**src/design/tbs_pkg.sv**
```systemverilog
// Constants and carrier types of the tile boot sequencer
package tbs_pkg;
    // ========================================================
    // Timing
    localparam int          CLK_HZ        = 10_000_000;
    localparam int          RST_PHASE_NS  = 15000;
    localparam logic [7:0]  RST_CYC       =
        8'((RST_PHASE_NS * (CLK_HZ / 1_000_000) + 999) / 1000);
    localparam int          LINK_EN_NS    = 200;
    localparam logic [1:0]  LINK_EN_CYC   =
        2'((LINK_EN_NS * (CLK_HZ / 1_000_000) + 999) / 1000);
    localparam int          SPI_HZ        = 2_500_000;
    localparam logic [3:0]  SPI_HALF_CYC  = 4'(CLK_HZ / (2 * SPI_HZ));
    // ========================================================
    // Image, CRC and protocol values
    localparam logic [31:0] CRC_POLY      = 32'hedb88320;
    localparam logic [31:0] CRC_INIT      = 32'hffffffff;
    localparam logic [31:0] CRC_BYPASS    = 32'h0d15ab1e;
    localparam logic [31:0] NULL_CHAN     = 32'h0000ff02;
    localparam logic [7:0]  SPI_READ      = 8'h03;
    localparam logic [23:0] SPI_ADDR      = 24'h000000;
    localparam logic [7:0]  TOK_END       = 8'h01;
    localparam int          SEC_BOOT_BIT  = 5;
    localparam logic [10:0] OTP_START     = 11'h000;
    localparam logic [15:0] RAM_START     = 16'h0000;
    // PLL ratio times 100
    localparam logic [15:0] PLL_R00       = 16'h0c03;
    localparam logic [15:0] PLL_R01       = 16'h0190;
    localparam logic [15:0] PLL_R10       = 16'h0341;
    localparam logic [15:0] PLL_R11       = 16'h07d0;
    // Synchroniser lanes
    localparam int          SY_MISO = 0;
    localparam int          SY_LCLK = 1;
    localparam int          SY_LIN0 = 2;
    localparam int          SY_LIN1 = 3;
    localparam int          SY_STR  = 4;
    // ========================================================
    // Types
    typedef enum logic [1:0] {
        BS_TEST = 2'b00, BS_RSVD = 2'b01, BS_LINK = 2'b10, BS_SPI = 2'b11
    } tbs_strap_e;
    typedef enum logic [1:0] {
        SRC_NONE = 2'b00, SRC_LINK = 2'b01, SRC_SPI = 2'b10, SRC_OTP = 2'b11
    } tbs_src_e;
    typedef enum logic [1:0] {
        PH_SIZE = 2'b00, PH_PROG = 2'b01, PH_CRC = 2'b10, PH_DONE = 2'b11
    } tbs_ph_e;
    typedef struct packed {
        logic sclk;
        logic ss_n;
        logic mosi;
    } tbs_spi_s;
    typedef struct packed {
        logic        we;
        logic [15:0] addr;
        logic [7:0]  data;
    } tbs_ram_s;
endpackage : tbs_pkg

```
**src/design/tbs_top.sv**
```systemverilog
// Tile boot sequencer: reset phase, source select, image load and check
// Operation
// - Hold reset, keep pins high impedance
// - Reset phase 15 us, then pulls, boot
// - Upper straps pick test, link or SPI
// - Security bit 5 forces boot from OTP
// - Image is size, program words, CRC
// - Bypass word skips the CRC check
// - Size and CRC words low byte first
// - Load from lowest RAM address, jump there
// - Reflected CRC-32 over size and program
// - SPI master clock at 2.5 MHz
// - One READ command, address zero, stream
// - SPI clock polarity 0, phase 0
// - SPI bytes shifted least bit first
// - Four fixed SPI pins, not configurable
// - Link enabled about 200 ns after start
// - Link drops pull-downs, drives outputs low
// - Link ack word, image, END in, END out unless ack is null channel
// - Secure boot reads OTP from address 0
// - Lower straps set boot PLL ratio
`timescale 1ns/1ns
module tbs_top
    import tbs_pkg::*;
(
    input  wire logic        clk,
    input  wire logic        nrst,
    input  wire logic [1:0]  boot_src_strap,
    input  wire logic        pll_ratio_strap_low,
    input  wire logic        pll_ratio_strap_high,
    input  wire logic [31:0] security_reg,
    input  wire logic        spi_miso,
    input  wire logic        link_clk,
    input  wire logic [1:0]  link_in,
    input  wire logic [31:0] otp_rdata,
    output tbs_spi_s         spi,
    output logic             spi_oe_n,
    output logic [1:0]       link_out,
    output logic             link_oe_n,
    output logic             link_pd_en,
    output logic             gpio_hiz,
    output logic             gpio_pull_en,
    output logic             otp_rd,
    output logic [10:0]      otp_addr,
    output tbs_ram_s         ram,
    output logic             core_rst_n,
    output logic             jump,
    output logic [15:0]      jump_addr,
    output logic             crc_fail,
    output logic             wait_test,
    output logic             chan0_alloc,
    output logic [15:0]      pll_mult
);
    typedef enum logic [3:0] {
        ST_RST = 4'h0, ST_SEL = 4'h1, ST_TEST = 4'h2, ST_SPI_CMD = 4'h3,
        ST_LOAD = 4'h4, ST_LK_EN = 4'h5, ST_LK_ACK = 4'h6,
        ST_LK_ENDIN = 4'h7, ST_LK_ENDOUT = 4'h8, ST_CHECK = 4'h9,
        ST_JUMP = 4'ha, ST_FAIL = 4'hb
    } tbs_st_e;

    function automatic logic [31:0] crc_upd(input logic [31:0] c,
                                            input logic [7:0]  b);
        logic [31:0] r;
        r = c ^ {24'h0, b};
        for (int i = 0; i < 8; i++) begin
            r = r[0] ? ((r >> 1) ^ CRC_POLY) : (r >> 1);
        end
        return r;
    endfunction : crc_upd

    tbs_st_e     state_ff;
    tbs_src_e    src_ff;
    tbs_ph_e     ph_ff;
    logic [7:0]  sync1_ff, sync2_ff, rst_cnt_ff;
    logic        lclk_d_ff, link_en_ff, img_done_ff, cmd_done_ff;
    logic [1:0]  en_cnt_ff, bc_ff, acnt_ff;
    logic [31:0] word_ff, size_ff, bytes_ff, crc_ff, rx_crc_ff, ack_ff;
    logic [3:0]  div_ff, ltx_cnt_ff;
    logic [5:0]  scnt_ff;
    logic [31:0] tx_ff;
    logic [7:0]  srx_ff, sbyte_ff, lsh_ff, lk_byte_ff, otp_byte;
    logic        spi_vld_ff, lk_vld_ff, lk_ctl_ff, ltx_done_ff;
    logic [2:0]  lbit_ff, ob_ff;
    logic [31:0] otp_word_ff;
    logic        otp_vld_ff;
    logic        spi_on, lclk_rise, src_vld, img_ok;
    logic [7:0]  src_byte;
    logic [31:0] nxt_word, nxt_crc;

    // ========================================================
    // Input synchronisers
    always_ff @(posedge clk or negedge nrst) begin
        if (!nrst) begin
            sync1_ff <= 8'h00;
            sync2_ff <= 8'h00;
        end else begin
            sync1_ff <= {pll_ratio_strap_high, pll_ratio_strap_low,
                         boot_src_strap, link_in, link_clk, spi_miso};
            sync2_ff <= sync1_ff;
        end
    end

    // ========================================================
    // Reset phase, pins and PLL ratio
    always_ff @(posedge clk or negedge nrst) begin
        if (!nrst) begin
            rst_cnt_ff   <= 8'h00;
            gpio_hiz     <= 1'b1;
            gpio_pull_en <= 1'b0;
            pll_mult     <= PLL_R00;
        end else if (state_ff == ST_RST) begin
            rst_cnt_ff <= rst_cnt_ff + 8'h01;
            if (rst_cnt_ff == RST_CYC - 8'h01) begin
                gpio_hiz     <= 1'b0;
                gpio_pull_en <= 1'b1;
                case (sync2_ff[SY_STR+3:SY_STR+2])
                    2'b00:   pll_mult <= PLL_R00;
                    2'b01:   pll_mult <= PLL_R01;
                    2'b10:   pll_mult <= PLL_R10;
                    default: pll_mult <= PLL_R11;
                endcase
            end
        end
    end

    // ========================================================
    // Boot sequence
    assign img_ok = (rx_crc_ff == CRC_BYPASS)
                 || (~crc_ff == rx_crc_ff);

    always_ff @(posedge clk or negedge nrst) begin
        if (!nrst) begin
            state_ff    <= ST_RST;
            src_ff      <= SRC_NONE;
            en_cnt_ff   <= 2'b00;
            acnt_ff     <= 2'b00;
            ack_ff      <= 32'h0;
            link_en_ff  <= 1'b0;
            core_rst_n  <= 1'b0;
            jump        <= 1'b0;
            jump_addr   <= RAM_START;
            crc_fail    <= 1'b0;
            wait_test   <= 1'b0;
            chan0_alloc <= 1'b0;
        end else begin
            case (state_ff)
                ST_RST:
                    if (rst_cnt_ff == RST_CYC - 8'h01) state_ff <= ST_SEL;
                ST_SEL: begin
                    if (security_reg[SEC_BOOT_BIT]) begin
                        src_ff   <= SRC_OTP;
                        state_ff <= ST_LOAD;
                    end else begin
                        case (sync2_ff[SY_STR+1:SY_STR])
                            BS_LINK: begin
                                src_ff   <= SRC_LINK;
                                state_ff <= ST_LK_EN;
                            end
                            BS_SPI: begin
                                src_ff   <= SRC_SPI;
                                state_ff <= ST_SPI_CMD;
                            end
                            default: state_ff <= ST_TEST;
                        endcase
                    end
                end
                ST_TEST: wait_test <= 1'b1;
                ST_SPI_CMD: if (cmd_done_ff) state_ff <= ST_LOAD;
                ST_LK_EN: begin
                    en_cnt_ff <= en_cnt_ff + 2'b01;
                    if (en_cnt_ff == LINK_EN_CYC - 2'b01) begin
                        link_en_ff  <= 1'b1;
                        chan0_alloc <= 1'b1;
                        state_ff    <= ST_LK_ACK;
                    end
                end
                ST_LK_ACK:
                    if (lk_vld_ff && !lk_ctl_ff) begin
                        ack_ff  <= {lk_byte_ff, ack_ff[31:8]};
                        acnt_ff <= acnt_ff + 2'b01;
                        if (acnt_ff == 2'b11) state_ff <= ST_LOAD;
                    end
                ST_LOAD:
                    if (img_done_ff) begin
                        state_ff <= (src_ff == SRC_LINK) ? ST_LK_ENDIN
                                                         : ST_CHECK;
                    end
                ST_LK_ENDIN:
                    if (lk_vld_ff && lk_ctl_ff && lk_byte_ff == TOK_END) begin
                        state_ff <= ST_LK_ENDOUT;
                    end
                ST_LK_ENDOUT:
                    if (ack_ff == NULL_CHAN || ltx_done_ff) begin
                        chan0_alloc <= 1'b0;
                        state_ff    <= ST_CHECK;
                    end
                ST_CHECK: state_ff <= img_ok ? ST_JUMP : ST_FAIL;
                ST_JUMP: begin
                    core_rst_n <= 1'b1;
                    jump       <= 1'b1;
                    jump_addr  <= RAM_START;
                end
                ST_FAIL: crc_fail <= 1'b1;
                default: state_ff <= ST_RST;
            endcase
        end
    end

    // ========================================================
    // SPI master on fixed pins, mode 0, low bit first
    assign spi_on = (state_ff == ST_SPI_CMD)
                 || (state_ff == ST_LOAD && src_ff == SRC_SPI);

    always_ff @(posedge clk or negedge nrst) begin
        if (!nrst) begin
            spi         <= '{sclk: 1'b0, ss_n: 1'b1, mosi: 1'b0};
            spi_oe_n    <= 1'b1;
            div_ff      <= 4'h0;
            scnt_ff     <= 6'h00;
            tx_ff       <= 32'h0;
            srx_ff      <= 8'h00;
            sbyte_ff    <= 8'h00;
            spi_vld_ff  <= 1'b0;
            cmd_done_ff <= 1'b0;
        end else begin
            spi_vld_ff  <= 1'b0;
            cmd_done_ff <= 1'b0;
            if (src_ff == SRC_SPI) spi_oe_n <= 1'b0;
            if (!spi_on) begin
                spi.sclk <= 1'b0;
                spi.ss_n <= 1'b1;
                spi.mosi <= 1'b0;
                div_ff   <= 4'h0;
                scnt_ff  <= 6'h00;
                if (state_ff == ST_SEL) tx_ff <= {SPI_ADDR, SPI_READ};
            end else begin
                spi.ss_n <= 1'b0;
                spi.mosi <= tx_ff[0];
                if (div_ff == SPI_HALF_CYC - 4'h1) begin
                    div_ff   <= 4'h0;
                    spi.sclk <= ~spi.sclk;
                    if (spi.sclk) begin
                        // Falling edge: synced data is the rising-edge level
                        tx_ff   <= tx_ff >> 1;
                        srx_ff  <= {sync2_ff[SY_MISO], srx_ff[7:1]};
                        scnt_ff <= scnt_ff + 6'h01;
                        if (state_ff == ST_SPI_CMD && scnt_ff == 6'h1f) begin
                            cmd_done_ff <= 1'b1;
                        end
                        if (state_ff == ST_LOAD && scnt_ff[2:0] == 3'h7) begin
                            spi_vld_ff <= 1'b1;
                            sbyte_ff   <= {sync2_ff[SY_MISO], srx_ff[7:1]};
                        end
                    end
                end else begin
                    div_ff <= div_ff + 4'h1;
                end
            end
        end
    end

    // ========================================================
    // Boot link, sampled on rising edges of the link clock
    assign lclk_rise = sync2_ff[SY_LCLK] && !lclk_d_ff;

    always_ff @(posedge clk or negedge nrst) begin
        if (!nrst) begin
            lclk_d_ff   <= 1'b0;
            lbit_ff     <= 3'h0;
            lsh_ff      <= 8'h00;
            lk_byte_ff  <= 8'h00;
            lk_vld_ff   <= 1'b0;
            lk_ctl_ff   <= 1'b0;
            ltx_cnt_ff  <= 4'h0;
            ltx_done_ff <= 1'b0;
            link_out    <= 2'b00;
            link_oe_n   <= 1'b1;
            link_pd_en  <= 1'b1;
        end else begin
            lclk_d_ff <= sync2_ff[SY_LCLK];
            lk_vld_ff <= 1'b0;
            if (link_en_ff) begin
                link_pd_en <= 1'b0;
                link_oe_n  <= 1'b0;
            end
            if (lclk_rise && link_en_ff && state_ff != ST_LK_ENDOUT) begin
                lbit_ff <= lbit_ff + 3'h1;
                lsh_ff  <= {sync2_ff[SY_LIN0], lsh_ff[7:1]};
                if (lbit_ff == 3'h7) begin
                    lk_vld_ff  <= 1'b1;
                    lk_byte_ff <= {sync2_ff[SY_LIN0], lsh_ff[7:1]};
                    lk_ctl_ff  <= sync2_ff[SY_LIN1];
                end
            end
            if (lclk_rise && state_ff == ST_LK_ENDOUT
                && ack_ff != NULL_CHAN && !ltx_done_ff) begin
                ltx_cnt_ff <= ltx_cnt_ff + 4'h1;
                if (ltx_cnt_ff == 4'h8) begin
                    link_out    <= 2'b00;
                    ltx_done_ff <= 1'b1;
                end else begin
                    link_out <= {1'b1, TOK_END[ltx_cnt_ff[2:0]]};
                end
            end
        end
    end

    // ========================================================
    // OTP reader
    always_comb begin
        otp_byte = otp_word_ff[7:0];
        case (ob_ff)
            // Valid flag lags the byte counter by one cycle
            3'h5:    otp_byte = otp_word_ff[15:8];
            3'h6:    otp_byte = otp_word_ff[23:16];
            3'h0:    otp_byte = otp_word_ff[31:24];
            default: otp_byte = otp_word_ff[7:0];
        endcase
    end

    always_ff @(posedge clk or negedge nrst) begin
        if (!nrst) begin
            ob_ff       <= 3'h0;
            otp_rd      <= 1'b0;
            otp_addr    <= OTP_START;
            otp_word_ff <= 32'h0;
            otp_vld_ff  <= 1'b0;
        end else begin
            otp_rd     <= 1'b0;
            otp_vld_ff <= 1'b0;
            if (state_ff == ST_LOAD && src_ff == SRC_OTP
                && ph_ff != PH_DONE) begin
                ob_ff <= (ob_ff == 3'h6) ? 3'h0 : ob_ff + 3'h1;
                if (ob_ff == 3'h0) otp_rd <= 1'b1;
                if (ob_ff == 3'h2) otp_word_ff <= otp_rdata;
                if (ob_ff >= 3'h3) otp_vld_ff <= 1'b1;
                if (ob_ff == 3'h6) otp_addr <= otp_addr + 11'h001;
            end else if (state_ff == ST_SEL) begin
                ob_ff    <= 3'h0;
                otp_addr <= OTP_START;
            end
        end
    end

    // ========================================================
    // Image parser, CRC and RAM writes
    always_comb begin
        src_vld  = 1'b0;
        src_byte = 8'h00;
        case (src_ff)
            SRC_SPI: begin
                src_vld  = spi_vld_ff;
                src_byte = sbyte_ff;
            end
            SRC_LINK: begin
                src_vld  = lk_vld_ff && !lk_ctl_ff;
                src_byte = lk_byte_ff;
            end
            SRC_OTP: begin
                src_vld  = otp_vld_ff;
                src_byte = otp_byte;
            end
            default: src_vld = 1'b0;
        endcase
        src_vld  = src_vld && state_ff == ST_LOAD;
        nxt_word = {src_byte, word_ff[31:8]};
        nxt_crc  = crc_upd(crc_ff, src_byte);
    end

    always_ff @(posedge clk or negedge nrst) begin
        if (!nrst) begin
            ph_ff       <= PH_SIZE;
            bc_ff       <= 2'b00;
            word_ff     <= 32'h0;
            size_ff     <= 32'h0;
            bytes_ff    <= 32'h0;
            crc_ff      <= CRC_INIT;
            rx_crc_ff   <= 32'h0;
            img_done_ff <= 1'b0;
            ram         <= '0;
        end else begin
            img_done_ff <= 1'b0;
            ram.we      <= 1'b0;
            if (state_ff == ST_SEL) begin
                ph_ff    <= PH_SIZE;
                bc_ff    <= 2'b00;
                bytes_ff <= 32'h0;
                crc_ff   <= CRC_INIT;
            end else if (src_vld) begin
                case (ph_ff)
                    PH_SIZE: begin
                        crc_ff  <= nxt_crc;
                        word_ff <= nxt_word;
                        bc_ff   <= bc_ff + 2'b01;
                        if (bc_ff == 2'b11) begin
                            size_ff <= nxt_word;
                            ph_ff   <= (nxt_word == 32'h0) ? PH_CRC : PH_PROG;
                        end
                    end
                    PH_PROG: begin
                        crc_ff    <= nxt_crc;
                        ram.we    <= 1'b1;
                        ram.addr  <= RAM_START + bytes_ff[15:0];
                        ram.data  <= src_byte;
                        bytes_ff  <= bytes_ff + 32'h1;
                        if (bytes_ff + 32'h1 == {size_ff[29:0], 2'b00}) begin
                            ph_ff <= PH_CRC;
                        end
                    end
                    PH_CRC: begin
                        word_ff <= nxt_word;
                        bc_ff   <= bc_ff + 2'b01;
                        if (bc_ff == 2'b11) begin
                            rx_crc_ff   <= nxt_word;
                            img_done_ff <= 1'b1;
                            ph_ff       <= PH_DONE;
                        end
                    end
                    default: ph_ff <= PH_DONE;
                endcase
            end
        end
    end

    // ========================================================
    // Assertions
    hiz_reset_a: assert property (@(posedge clk)
        disable iff (!nrst) state_ff == ST_RST |-> gpio_hiz && !gpio_pull_en)
        else $error("pins left high impedance state early");
    phase_len_a: assert property (@(posedge clk)
        disable iff (!nrst) $rose(gpio_pull_en) |-> rst_cnt_ff == RST_CYC)
        else $error("reset phase length wrong");
    strap_spi_a: assert property (@(posedge clk)
        disable iff (!nrst) state_ff == ST_SEL && !security_reg[SEC_BOOT_BIT]
        && sync2_ff[SY_STR+1:SY_STR] == BS_SPI
        |=> state_ff == ST_SPI_CMD ##0 src_ff == SRC_SPI)
        else $error("SPI strap not honoured");
    otp_start_a: assert property (@(posedge clk)
        disable iff (!nrst) state_ff == ST_SEL && security_reg[SEC_BOOT_BIT]
        |-> ##2 otp_rd && otp_addr == OTP_START)
        else $error("secure boot did not read OTP word 0");
    spi_idle_a: assert property (@(posedge clk)
        disable iff (!nrst) spi.ss_n |-> !spi.sclk)
        else $error("SPI clock not low while deselected");
    first_wr_a: assert property (@(posedge clk)
        disable iff (!nrst) src_vld && ph_ff == PH_PROG && bytes_ff == 32'h0
        |=> ram.we && ram.addr == RAM_START)
        else $error("first program byte not at lowest address");
    link_delay_a: assert property (@(posedge clk)
        disable iff (!nrst) $rose(state_ff == ST_LK_EN)
        |-> !link_en_ff ##2 $rose(link_en_ff))
        else $error("link enable delay wrong");
    link_idle_a: assert property (@(posedge clk)
        disable iff (!nrst) $rose(link_en_ff)
        |=> !link_pd_en && link_out == 2'b00)
        else $error("link not idle low when enabled");
    bad_crc_a: assert property (@(posedge clk)
        disable iff (!nrst) state_ff == ST_CHECK && !img_ok
        |-> ##2 crc_fail && !jump)
        else $error("jump taken after CRC mismatch");
endmodule : tbs_top

```
**config.mk**
```make
export PLATFORM = sky130hd
export DESIGN_NAME = tbs_top
export DESIGN_NICKNAME = d
export VERILOG_FILES = /design/src/design/tbs_pkg.sv /design/src/design/tbs_top.sv
export SDC_FILE = /design/constraint.sdc
export NUM_CORES = 1
export LEC_CHECK = 0
export BUFFER_PORTS_ARGS = -buffer_cell sky130_fd_sc_hd__buf_2
export CAP_MARGIN = 40
export CORE_MARGIN = 2
export CORE_UTILIZATION = 67
export CTS_BUF_LIST = sky130_fd_sc_hd__clkbuf_8
export CTS_CLUSTER_DIAMETER = 100
export DETAILED_ROUTE_END_ITERATION = 12
export HOLD_SLACK_MARGIN = 0.05
export PLACE_DENSITY = 0.88
export SETUP_SLACK_MARGIN = 0.02
export SLEW_MARGIN = 0
export SYNTH_ARGS = -nofsm -noshare
export SYNTH_HDL_FRONTEND = slang
export SYNTH_SLANG_ARGS = --single-unit
```
**constraint.sdc**
```tcl
create_clock -name clk -period 5.14 [get_ports clk]
set_input_delay 0.514 -clock clk [delete_from_list [all_inputs] [get_ports clk]]
set_output_delay 0.514 -clock clk [all_outputs]
set_load 0.005 [all_outputs]
```
# After elaboration in Yosys (flattened, before gate mapping)

Memories as Yosys holds them, arrays and structs flattened.
Cells that the tools add are included.

Word-level logic and storage cells: 279
Output and inout bits: 84
Memories: 1
Memory bits (read-only): 8
Input bits: 74
Register bits after elaboration: 419

Memories:

| memory          | depth | width | read ports | clocked after memory_dff | wr ports | line           | text |
|---|---|---|---|---|---|---|---|
| (no name shown) | 8     | 1     | 1          | 0                        | 0        | tbs_top.sv:302 | `link_out <= {1'b1, TOK_END[ltx_cnt_ff[2:0]]};` |

Bitwise gates (word level): 13
Reductions and logical operators: 59
Multiplexer cells: 86
$add $sub $neg: 11
Eq/ne operators: 54
Order comparisons: 2

Operators with widths:

| kind                                                    | number |
|---|---|
| two-way mux 32 bit                                      | 18 |
| NOT 13 -> 14 bit                                        | 8 |
| two-way mux 25 bit                                      | 3 |
| equality test 32 bit                                    | 2 |
| one-hot mux 8 bit (3 select lines)                      | 2 |
| two-way mux 4 bit                                       | 11 |
| one-hot mux 4 bit (10 select lines)                     | 1 |
| one-hot mux 12 bit (3 select lines)                     | 1 |
| two-way mux 11 bit                                      | 3 |
| adder 32 x 1 -> 32 bit, second input constant           | 1 |
| equality test 32 x 16 -> 1 bit, second input constant   | 1 |
| equality test 32 x 28 -> 1 bit, second input constant   | 1 |
| logical NOT 32 bit                                      | 1 |
| inequality test 32 x 16 -> 1 bit, second input constant | 1 |
| NOT 32 bit                                              | 1 |
| XOR 32 x 8 -> 32 bit                                    | 1 |
| AND reduction 2 bit                                     | 12 |
| two-way mux 1 bit                                       | 23 |
| two-way mux 2 bit                                       | 11 |
| equality test 4 bit, second input constant              | 5 |
| two-way mux 6 bit                                       | 3 |
| inequality test 2 bit, second input constant            | 9 |
| equality test 2 bit, second input constant              | 8 |
| equality test 4 x 3 -> 1 bit, second input constant     | 4 |
| other kinds (39)                                        | 94 |

# Longest topological paths before layout

Gate-level depths: netlist (run 1).

Depth after elaboration: 23
Mapped depth: 12
Depth with buffers taken out: 10

# Worst setup path before layout (run 1)

OpenSTA, ideal clock, no wires.

Path type: register -> register
Start point: register bytes_ff[0]
End point: register ph_ff[0]
Arrival time: 2.797 ns
Path buffers: 0
Clock period less this slack: 2.921 ns
Required time: 5.016 ns
Slack: 2.219 ns
Setup time: 0.124 ns
Cell stages (with the launch flop): 11
Cells stage by stage: dfrtp_1 ha_1 and3_1 nand4_1 or4_1 a22o_1 nor4_1 nand4_1 a2111oi_0 a21oi_1 o31a_1

Cells in the longest elaborated chain, start to end: 4

RTL lines:

| item                            | line           | text |
|---|---|---|
| start, declared                 | tbs_top.sv:77  | `logic [31:0] word_ff, size_ff, bytes_ff, crc_ff, rx_crc_ff, ack_ff;` |
| start signal, assigned          | tbs_top.sv:405 | `bytes_ff <= bytes_ff + 32'h1;` |
| adder 32 x 1 -> 32 bit          | tbs_top.sv:406 | `if (bytes_ff + 32'h1 == {size_ff[29:0], 2'b00}) begin` |
| equality test 32 bit            | tbs_top.sv:406 |  |
| inequality test 3 bit (no line) | --             |  |
| AND reduction 4 bit (no line)   | --             |  |
| end signal, assigned            | tbs_top.sv:397 | `ph_ff <= (nxt_word == 32'h0) ? PH_CRC : PH_PROG;` |
| end, declared                   | tbs_top.sv:73  | `tbs_ph_e ph_ff;` |

No other way between the ends.
A chain may end at the register's enable or synchronous reset.

# Final worst setup path (run 1)

Start point: register state_ff[2]
End point: register bytes_ff[8]

Cells in the longest elaborated chain, start to end: 4
Elaborated cells on any way between the ends: 7
Classes of those cells: eq/ne (2); mux (1); reduce/logical (4)

RTL lines:

| item                          | line           | text |
|---|---|---|
| start, declared               | tbs_top.sv:71  | `tbs_st_e state_ff;` |
| start signal, assigned        | tbs_top.sv:185 | `state_ff <= (src_ff == SRC_LINK) ? ST_LK_ENDIN` |
| start signal, assigned        | tbs_top.sv:197 | `ST_CHECK: state_ff <= img_ok ? ST_JUMP : ST_FAIL;` |
| equality test 4 x 3 -> 1 bit  | tbs_top.sv:365 | `src_vld = src_vld && state_ff == ST_LOAD;` |
| logical AND 1 bit             | tbs_top.sv:365 |  |
| nonzero test 2 bit (no line)  | --             |  |
| AND reduction 2 bit (no line) | --             |  |

Several ways; a longest one is shown, not always the timed one.

==> flow_summary.toml, run 1 <==
[placed_design]
portBuffers = 103
dp_slack_ns = 1.27
dp_hpwl_mm = 27.4
placedCellCount = 1976
gp_congestion = 0.901

[synthesis]
synth-seq-cells = 369
yosys.area.top_type = "dfrtp_1"
ys_seq_area_share_pct = 52.1
ys_async_sr_fraction_pct = 100
synth_area_per_cell_um2 = 11.1
synth_edf_count = 0
yosys-top-cells-area = "dfrtp_1, mux2_2, dfstp_2, xnor2_1, xor2_1"
yosysUniqueCellTypes = 74
yosysMostFrequentCell = "dfrtp_1"
ys_warn_count = 0
synth_ff_type = "dfrtp_1"
yosys-top-cells-count = "dfrtp_1, mux2_2, nand2_1"
synth_top_area_share_pct = 46.4
synth_cells = 1607
netlist_area_mm2 = 0.0178

[cts]
cts_max_path_buffers = 3
clock-sinks = 369
clkSlewWorstSetupHoldPaths_ns = 0.06
ctsHoldBuffers = 8
cts_setup_buffers = 0
cts-root-buf = "clkbuf_8"
cts.htree.levels = 2
cts.repair.resized = 0
cts_made_buffers = 56
clk-insertion-delay-late_ns = 0.61
cts_tree = "built"

[timing]
setup_violations = 0
hold_ws_ns = -0.000102
min_period_over_period_pct = 80.6
slew_violations = 0
fmax_ghz = 0.241
rsz0062_at_grt = "no"
skew_ns = 0.0198
slew-limit-headroom_pct = 34.5
finalSetupTns_ns = 0
final-hold-violation-count = 1
setup_ws_ns = 0.998
period_needed_ns = 4.14
worst_pin_slew_ns = 0.983

[floorplanning]
die_w_um = 167
initial_core_util_pct = 68.3
row_count = 59
pin_count = 158
fp.dieArea_mm2 = 0.0279
die_h_um = 167
coreArea_mm2 = 0.0261

[critical_path]
crit_buf_inv = 4
crit_path_end_kind = "flip-flop"
rrSetupSlack_ns = 1.0
required_ns = 5.61
critical-path-top-delay-family = "buffers and inverters"
cp_max_fo = 55
critPathKind = "flip-flop to flip-flop"
critical_path.startpoint_type = "flip-flop"
cp.arrival_ns = 4.61
critPathMaxStageDelay_ns = 0.59
crit_slowest_cell = "dfrtp_1"
cp_cell_sequence = "nor2b_1, nand2_1, a21oi_1, nor2b_2, buf_4, nand2_1, buf_4, inv_1, buf_4, nand2_1, xor2_1, nor2_1"

[layout]
utilization_pct = 75.9
multi_input_area_mm2 = 0.00794
seqCellArea_mm2 = 0.00928
fin_nets = 1801
synthToLayoutAreaGrowth_pct = 11.0
nFillCells = 1618
stdcell_count = 2088
drive_gt1_share_pct = 25.1

[power]
switching_share_pct = 38.0
p_switching_mw = 4.27
internal_power_mw = 6.97
seqPwrFrac_pct = 34.4
p_leak_nw = 9.41
vdd_drop_max_v = 0.000513
combPwrFrac_pct = 43.2
p_clk_share_pct = 22.5
power_density_mw_per_mm2 = 569

[global_route]
antenna_found_initial = 2
grt_max_degree = 132
grt.total_usage_pct = 30.1
grt_pass1_vias = 12900
grt_pass1_wl_mm = 67.8
overflow = 0

[detailed_routing]
routed_wl_mm = 41.6
first_pass_iters = 6
route.detailed.drc = 0
viasPerCell = 6.12
drtAntennaViolNets = 0
drtIter0Drc = 1264
vias = 12800
wl_per_cell_um = 19.9

[flow_run]
max_cap_viol_count = 0

[outcome]
violations = "negative hold slack"
status = "complete, but fails checks"

[worst_hold_path]
hp-class = "primary input to async pin"
==> kinds of logic after synthesis <==
kind of cell / Yosys count / synth area share, %
AO/OA/AOI/OAI: 226 / 8.22
XOR/XNOR: 190 / 10.1
adder cells (fa/ha/maj): 20 / 1.41
buffers and inverters: 148 / 3.82
flip-flops: 369 / 52.1
multiplexers: 171 / 10.8
other: 1 / 0.0211
AND/OR/NAND/NOR: 482 / 13.5
==> final cells by class <==
type / instances / area share [%]
clock buffers: 67 / 4.66
diodes: 1 / 0.0127
multi-input cells: 1112 / 40.1
flip-flops and latches: 369 / 46.9
clock inverters: 36 / 1.34
repair buffers: 135 / 4.16
well taps: 335 / 2.12
inverters: 33 / 0.627
==> metrics by stage <==
stage,power (mW),hold WS [ns],cell area [um^2]
final,11.2,-0.000102,19800
after floorplan,7.56,0.218,17900
after detailed placement,8.67,0.336,18500
after CTS,11.2,0.0618,19800
after global routing,11.9,0.108,19800
after global placement,8.49,0.334,18400
==> per-layer routing <==
layer | GRT usage, % | vias to the layer above | routed length, um
li1 | - | 5769 | -
met1 | 40.6 | 6312 | 17100
met2 | 48.2 | 562 | 19900
met3 | 5.06 | 137 | 2720
met4 | 14.0 | 2 | 1800
met5 | 0 | - | 13
==> cells in the final DEF, fill, tap and decap left out, types with 11 or more instances in the layout <==
cell type / synthesis / layout
mux2_2: 165 / 165
dfstp_2: 39 / 39
nor2_1: 108 / 108
nand2_1: 148 / 148
xnor2_1: 89 / 89
nor4_1: 29 / 29
a31oi_1: 11 / 11
nand4_1: 34 / 34
o211ai_1: 21 / 21
buf_2: 13 / 102
dfrtp_1: 330 / 330
nor3_1: 35 / 35
nand3_1: 35 / 35
nor2b_1: 15 / 13
buf_4: 29 / 21
o21ai_0: 50 / 50
a21oi_1: 74 / 74
xor2_1: 87 / 87
inv_1: 33 / 56
conb_1: 1 / 23
ha_1: 20 / 20
clkbuf_8: 0 / 67
==> sequential cells by signal, summed over array words and instances (netlist names), 3 cells and up <==
name / count
state_ff: 4
lbit_ff: 3
srx_ff: 7
lsh_ff: 7
otp_word_ff: 32
rx_crc_ff: 32
crc_ff: 32
ram: 25
scnt_ff: 6
spi: 3
sync1_ff: 8
pll_mult: 6
otp_addr: 11
ltx_cnt_ff: 4
sync2_ff: 8
lk_byte_ff: 8
sbyte_ff: 8
ob_ff: 3
size_ff: 30
rst_cnt_ff: 8
word_ff: 24
div_ff: 4
ack_ff: 32
bytes_ff: 32
==> worst paths after layout <==
kind | from | endpoint | cells after the start
setup / recovery | state_ff[2] | bytes_ff[8] | 12
hold / removal | nrst | sync2_ff[7] | 1
setup reg to reg | state_ff[2] | bytes_ff[8] | 12
hold reg to reg | sync1_ff[7] | sync2_ff[7] | 0
max in group asynchronous | nrst | ram[1] | 2
min in group clk | otp_rdata[1] | otp_word_ff[1] | 2
==> power groups by stage <==
stage          sequential, mW  clock, mW  combinational [mW]
3_3_place_gp             3.85          0                4.64
6_report                 3.86       2.53                4.85
2_1_floorplan            3.66          0                3.90
3_5_place_dp             3.88          0                4.79
5_1_grt                  3.91       2.68                5.26
4_1_cts                  3.84       2.55                4.84
No activity file was read; power rests on OpenSTA's default activity.
==> run 2, diff against run 1 <==
--- a/config.mk
+++ b/config.mk
@@ -8,12 +8,12 @@
 export BUFFER_PORTS_ARGS = -buffer_cell sky130_fd_sc_hd__buf_2
 export CAP_MARGIN = 40
 export CORE_MARGIN = 2
-export CORE_UTILIZATION = 67
+export CORE_UTILIZATION = 62
 export CTS_BUF_LIST = sky130_fd_sc_hd__clkbuf_8
 export CTS_CLUSTER_DIAMETER = 100
 export DETAILED_ROUTE_END_ITERATION = 12
 export HOLD_SLACK_MARGIN = 0.05
-export PLACE_DENSITY = 0.88
+export PLACE_DENSITY = 0.83
 export SETUP_SLACK_MARGIN = 0.02
 export SLEW_MARGIN = 0
 export SYNTH_ARGS = -nofsm -noshare
==> constraint.sdc (replaced) <==
create_clock -name clk -period 4.15 [get_ports clk]
set_input_delay 0.415 -clock clk [delete_from_list [all_inputs] [get_ports clk]]
set_output_delay 0.415 -clock clk [all_outputs]
set_load 0.005 [all_outputs]
==> run 2 against run 1 <==
The run now ends clean. First-iteration DRC count decreased by 21%. Cell count up 3.9%. Critical path depth fell by 3. Critical endpoint is now crc_ff[20].
==> flow_summary.toml, run 2 (synthesis gave the netlist of run 1 again) <==
[timing]
slew_violations = 0
min_period_over_period_pct = 85.6
worst_pin_slew_ns = 0.908
setup_ws_ns = 0.597
skew_ns = 0.0486
final-hold-violation-count = 0
setup_violations = 0
rsz0062_at_grt = "no"
period_needed_ns = 3.55
slew-limit-headroom_pct = 39.3
finalSetupTns_ns = 0
fmax_ghz = 0.281

[layout]
drive_gt1_share_pct = 25.7
multi_input_area_mm2 = 0.00794
final_common_cell = "dfrtp_1"
seqCellArea_mm2 = 0.00928
synthToLayoutAreaGrowth_pct = 13.7
nFillCells = 1953
utilization_pct = 71.1
layout_common_cells = "dfrtp_1, mux2_2, nand2_1, nor2_1, buf_2"
diodes = 0
fin_nets = 1833

[global_route]
antenna_found_initial = 0
grt_max_degree = 113
overflow = 0
grt.total_usage_pct = 27.8
grt_pass1_wl_mm = 67.0
grt_pass1_vias = 12800

[critical_path]
critPathKind = "flip-flop to flip-flop"
cp.arrival_ns = 4.04
required_ns = 4.64
crit_slowest_cell = "dfrtp_1"
critPathMaxStageDelay_ns = 0.88
crit_path_end_kind = "flip-flop"
path_common_cell = "xnor2_2"
ff2ff_path_depth = 9
cp_max_fo = 24
critical_path.startpoint_type = "flip-flop"
worst-path-stages = 9
cp_cell_sequence = "xor2_2, o211ai_1, a31oi_2, xnor2_2, xnor2_2, xor3_2, xnor2_1, xor2_1, a21oi_1"
critical-path-top-delay-family = "XOR/XNOR gates"
crit_buf_inv = 0

[cts]
clock-sinks = 369
cts-root-buf = "clkbuf_8"
cts_made_buffers = 57
clk-insertion-delay-late_ns = 0.62
cts_setup_buffers = 0
cts_tree = "built"
cts_max_path_buffers = 3
cts.htree.levels = 2
cts.repair.resized = 0
clkSlewWorstSetupHoldPaths_ns = 0.07

[floorplanning]
die_h_um = 173
die_w_um = 173
row_count = 62
coreArea_mm2 = 0.0285
pin_count = 158
fp.dieArea_mm2 = 0.0301
initial_core_util_pct = 62.5

[outcome]
status = "completed"

[detailed_routing]
route.detailed.drc = 0
viasPerCell = 5.86
routed_wl_mm = 41.2
drtIter0Drc = 998
first_pass_iters = 5
wl_per_cell_um = 19.0
vias = 12700
drtAntennaViolNets = 0

[worst_hold_path]
hp-class = "primary input to flip-flop"
holdPathStages = 2

[placed_design]
dp_slack_ns = 0.720
dp_hpwl_mm = 27.7
gp_congestion = 0.910
portBuffers = 103

[flow_run]
max_cap_viol_count = 0

[power]
power_density_mw_per_mm2 = 709
p_leak_nw = 9.59
vdd_drop_max_v = 0.000634
run 2: layer usage:
layer,GRT usage (%),part of all wire (%),up-vias
met3,4.61,5.9,124
met2,45.2,48,474
met1,37.2,42,6261
met5,0,0,-
met4,12.0,4.1,0
li1,-,-,5851
run 2: what timing repair did:
action | 4_1_cts | 5_1_grt
hold buffers | 31 | 0
endpoints found under the setup margin | 0 | 0
hold endpoints to repair | 132 | 0
run 2: cell type report:
type / instances / area share [%]
Timing Repair Buffer: 166 / 5.44
Sequential cell: 369 / 45.8
Clock buffer: 77 / 5.23
Multi-Input combinational cell: 1112 / 39.2
Tap cell: 384 / 2.37
Inverter: 33 / 0.612
Clock inverter: 28 / 1.30
run 2: where the power goes:
group	internal, mW	switching (mW)	leakage (nW)
combinational	2.86	3.32	4.04
clock	1.97	1.44	0.736
sequential	4.17	0.599	4.82
total	9.01	5.35	9.59
run 2: final timing paths:
kind	startpoint	slack, ns	endpoint
worst max-delay path	ob_ff[2]	0.60	crc_ff[20]
worst min-delay path	otp_rdata[1]	0.07	otp_word_ff[1]
worst max register to register	ob_ff[2]	0.60	crc_ff[20]
worst min register to register	sync1_ff[0]	0.35	sync2_ff[0]
max in group asynchronous	nrst	2.54	crc_ff[20]
min in group asynchronous	nrst	0.49	div_ff[0]
run 2: per-stage QoR:
step	hold WS [ns]	power [mW]	cell area, um^2	cells
after floorplan	0.119	9.36	17900	1629
after global placement	0.333	10.7	18600	2031
after detailed placement	0.335	10.9	18600	2032
after CTS	0.0507	14.3	20200	2168
after global routing	0.0558	15.1	20200	2169
final	0.0735	14.4	20200	2169
run 2: worst register-to-register path, stage by stage (launching register included):
cell	delay, ns
dfrtp_1	0.88
xor2_2	0.41
o211ai_1	0.15
a31oi_2	0.36
xnor2_2	0.20
xnor2_2	0.37
xor3_2	0.45
xnor2_1	0.32
xor2_1	0.19
a21oi_1	0.08
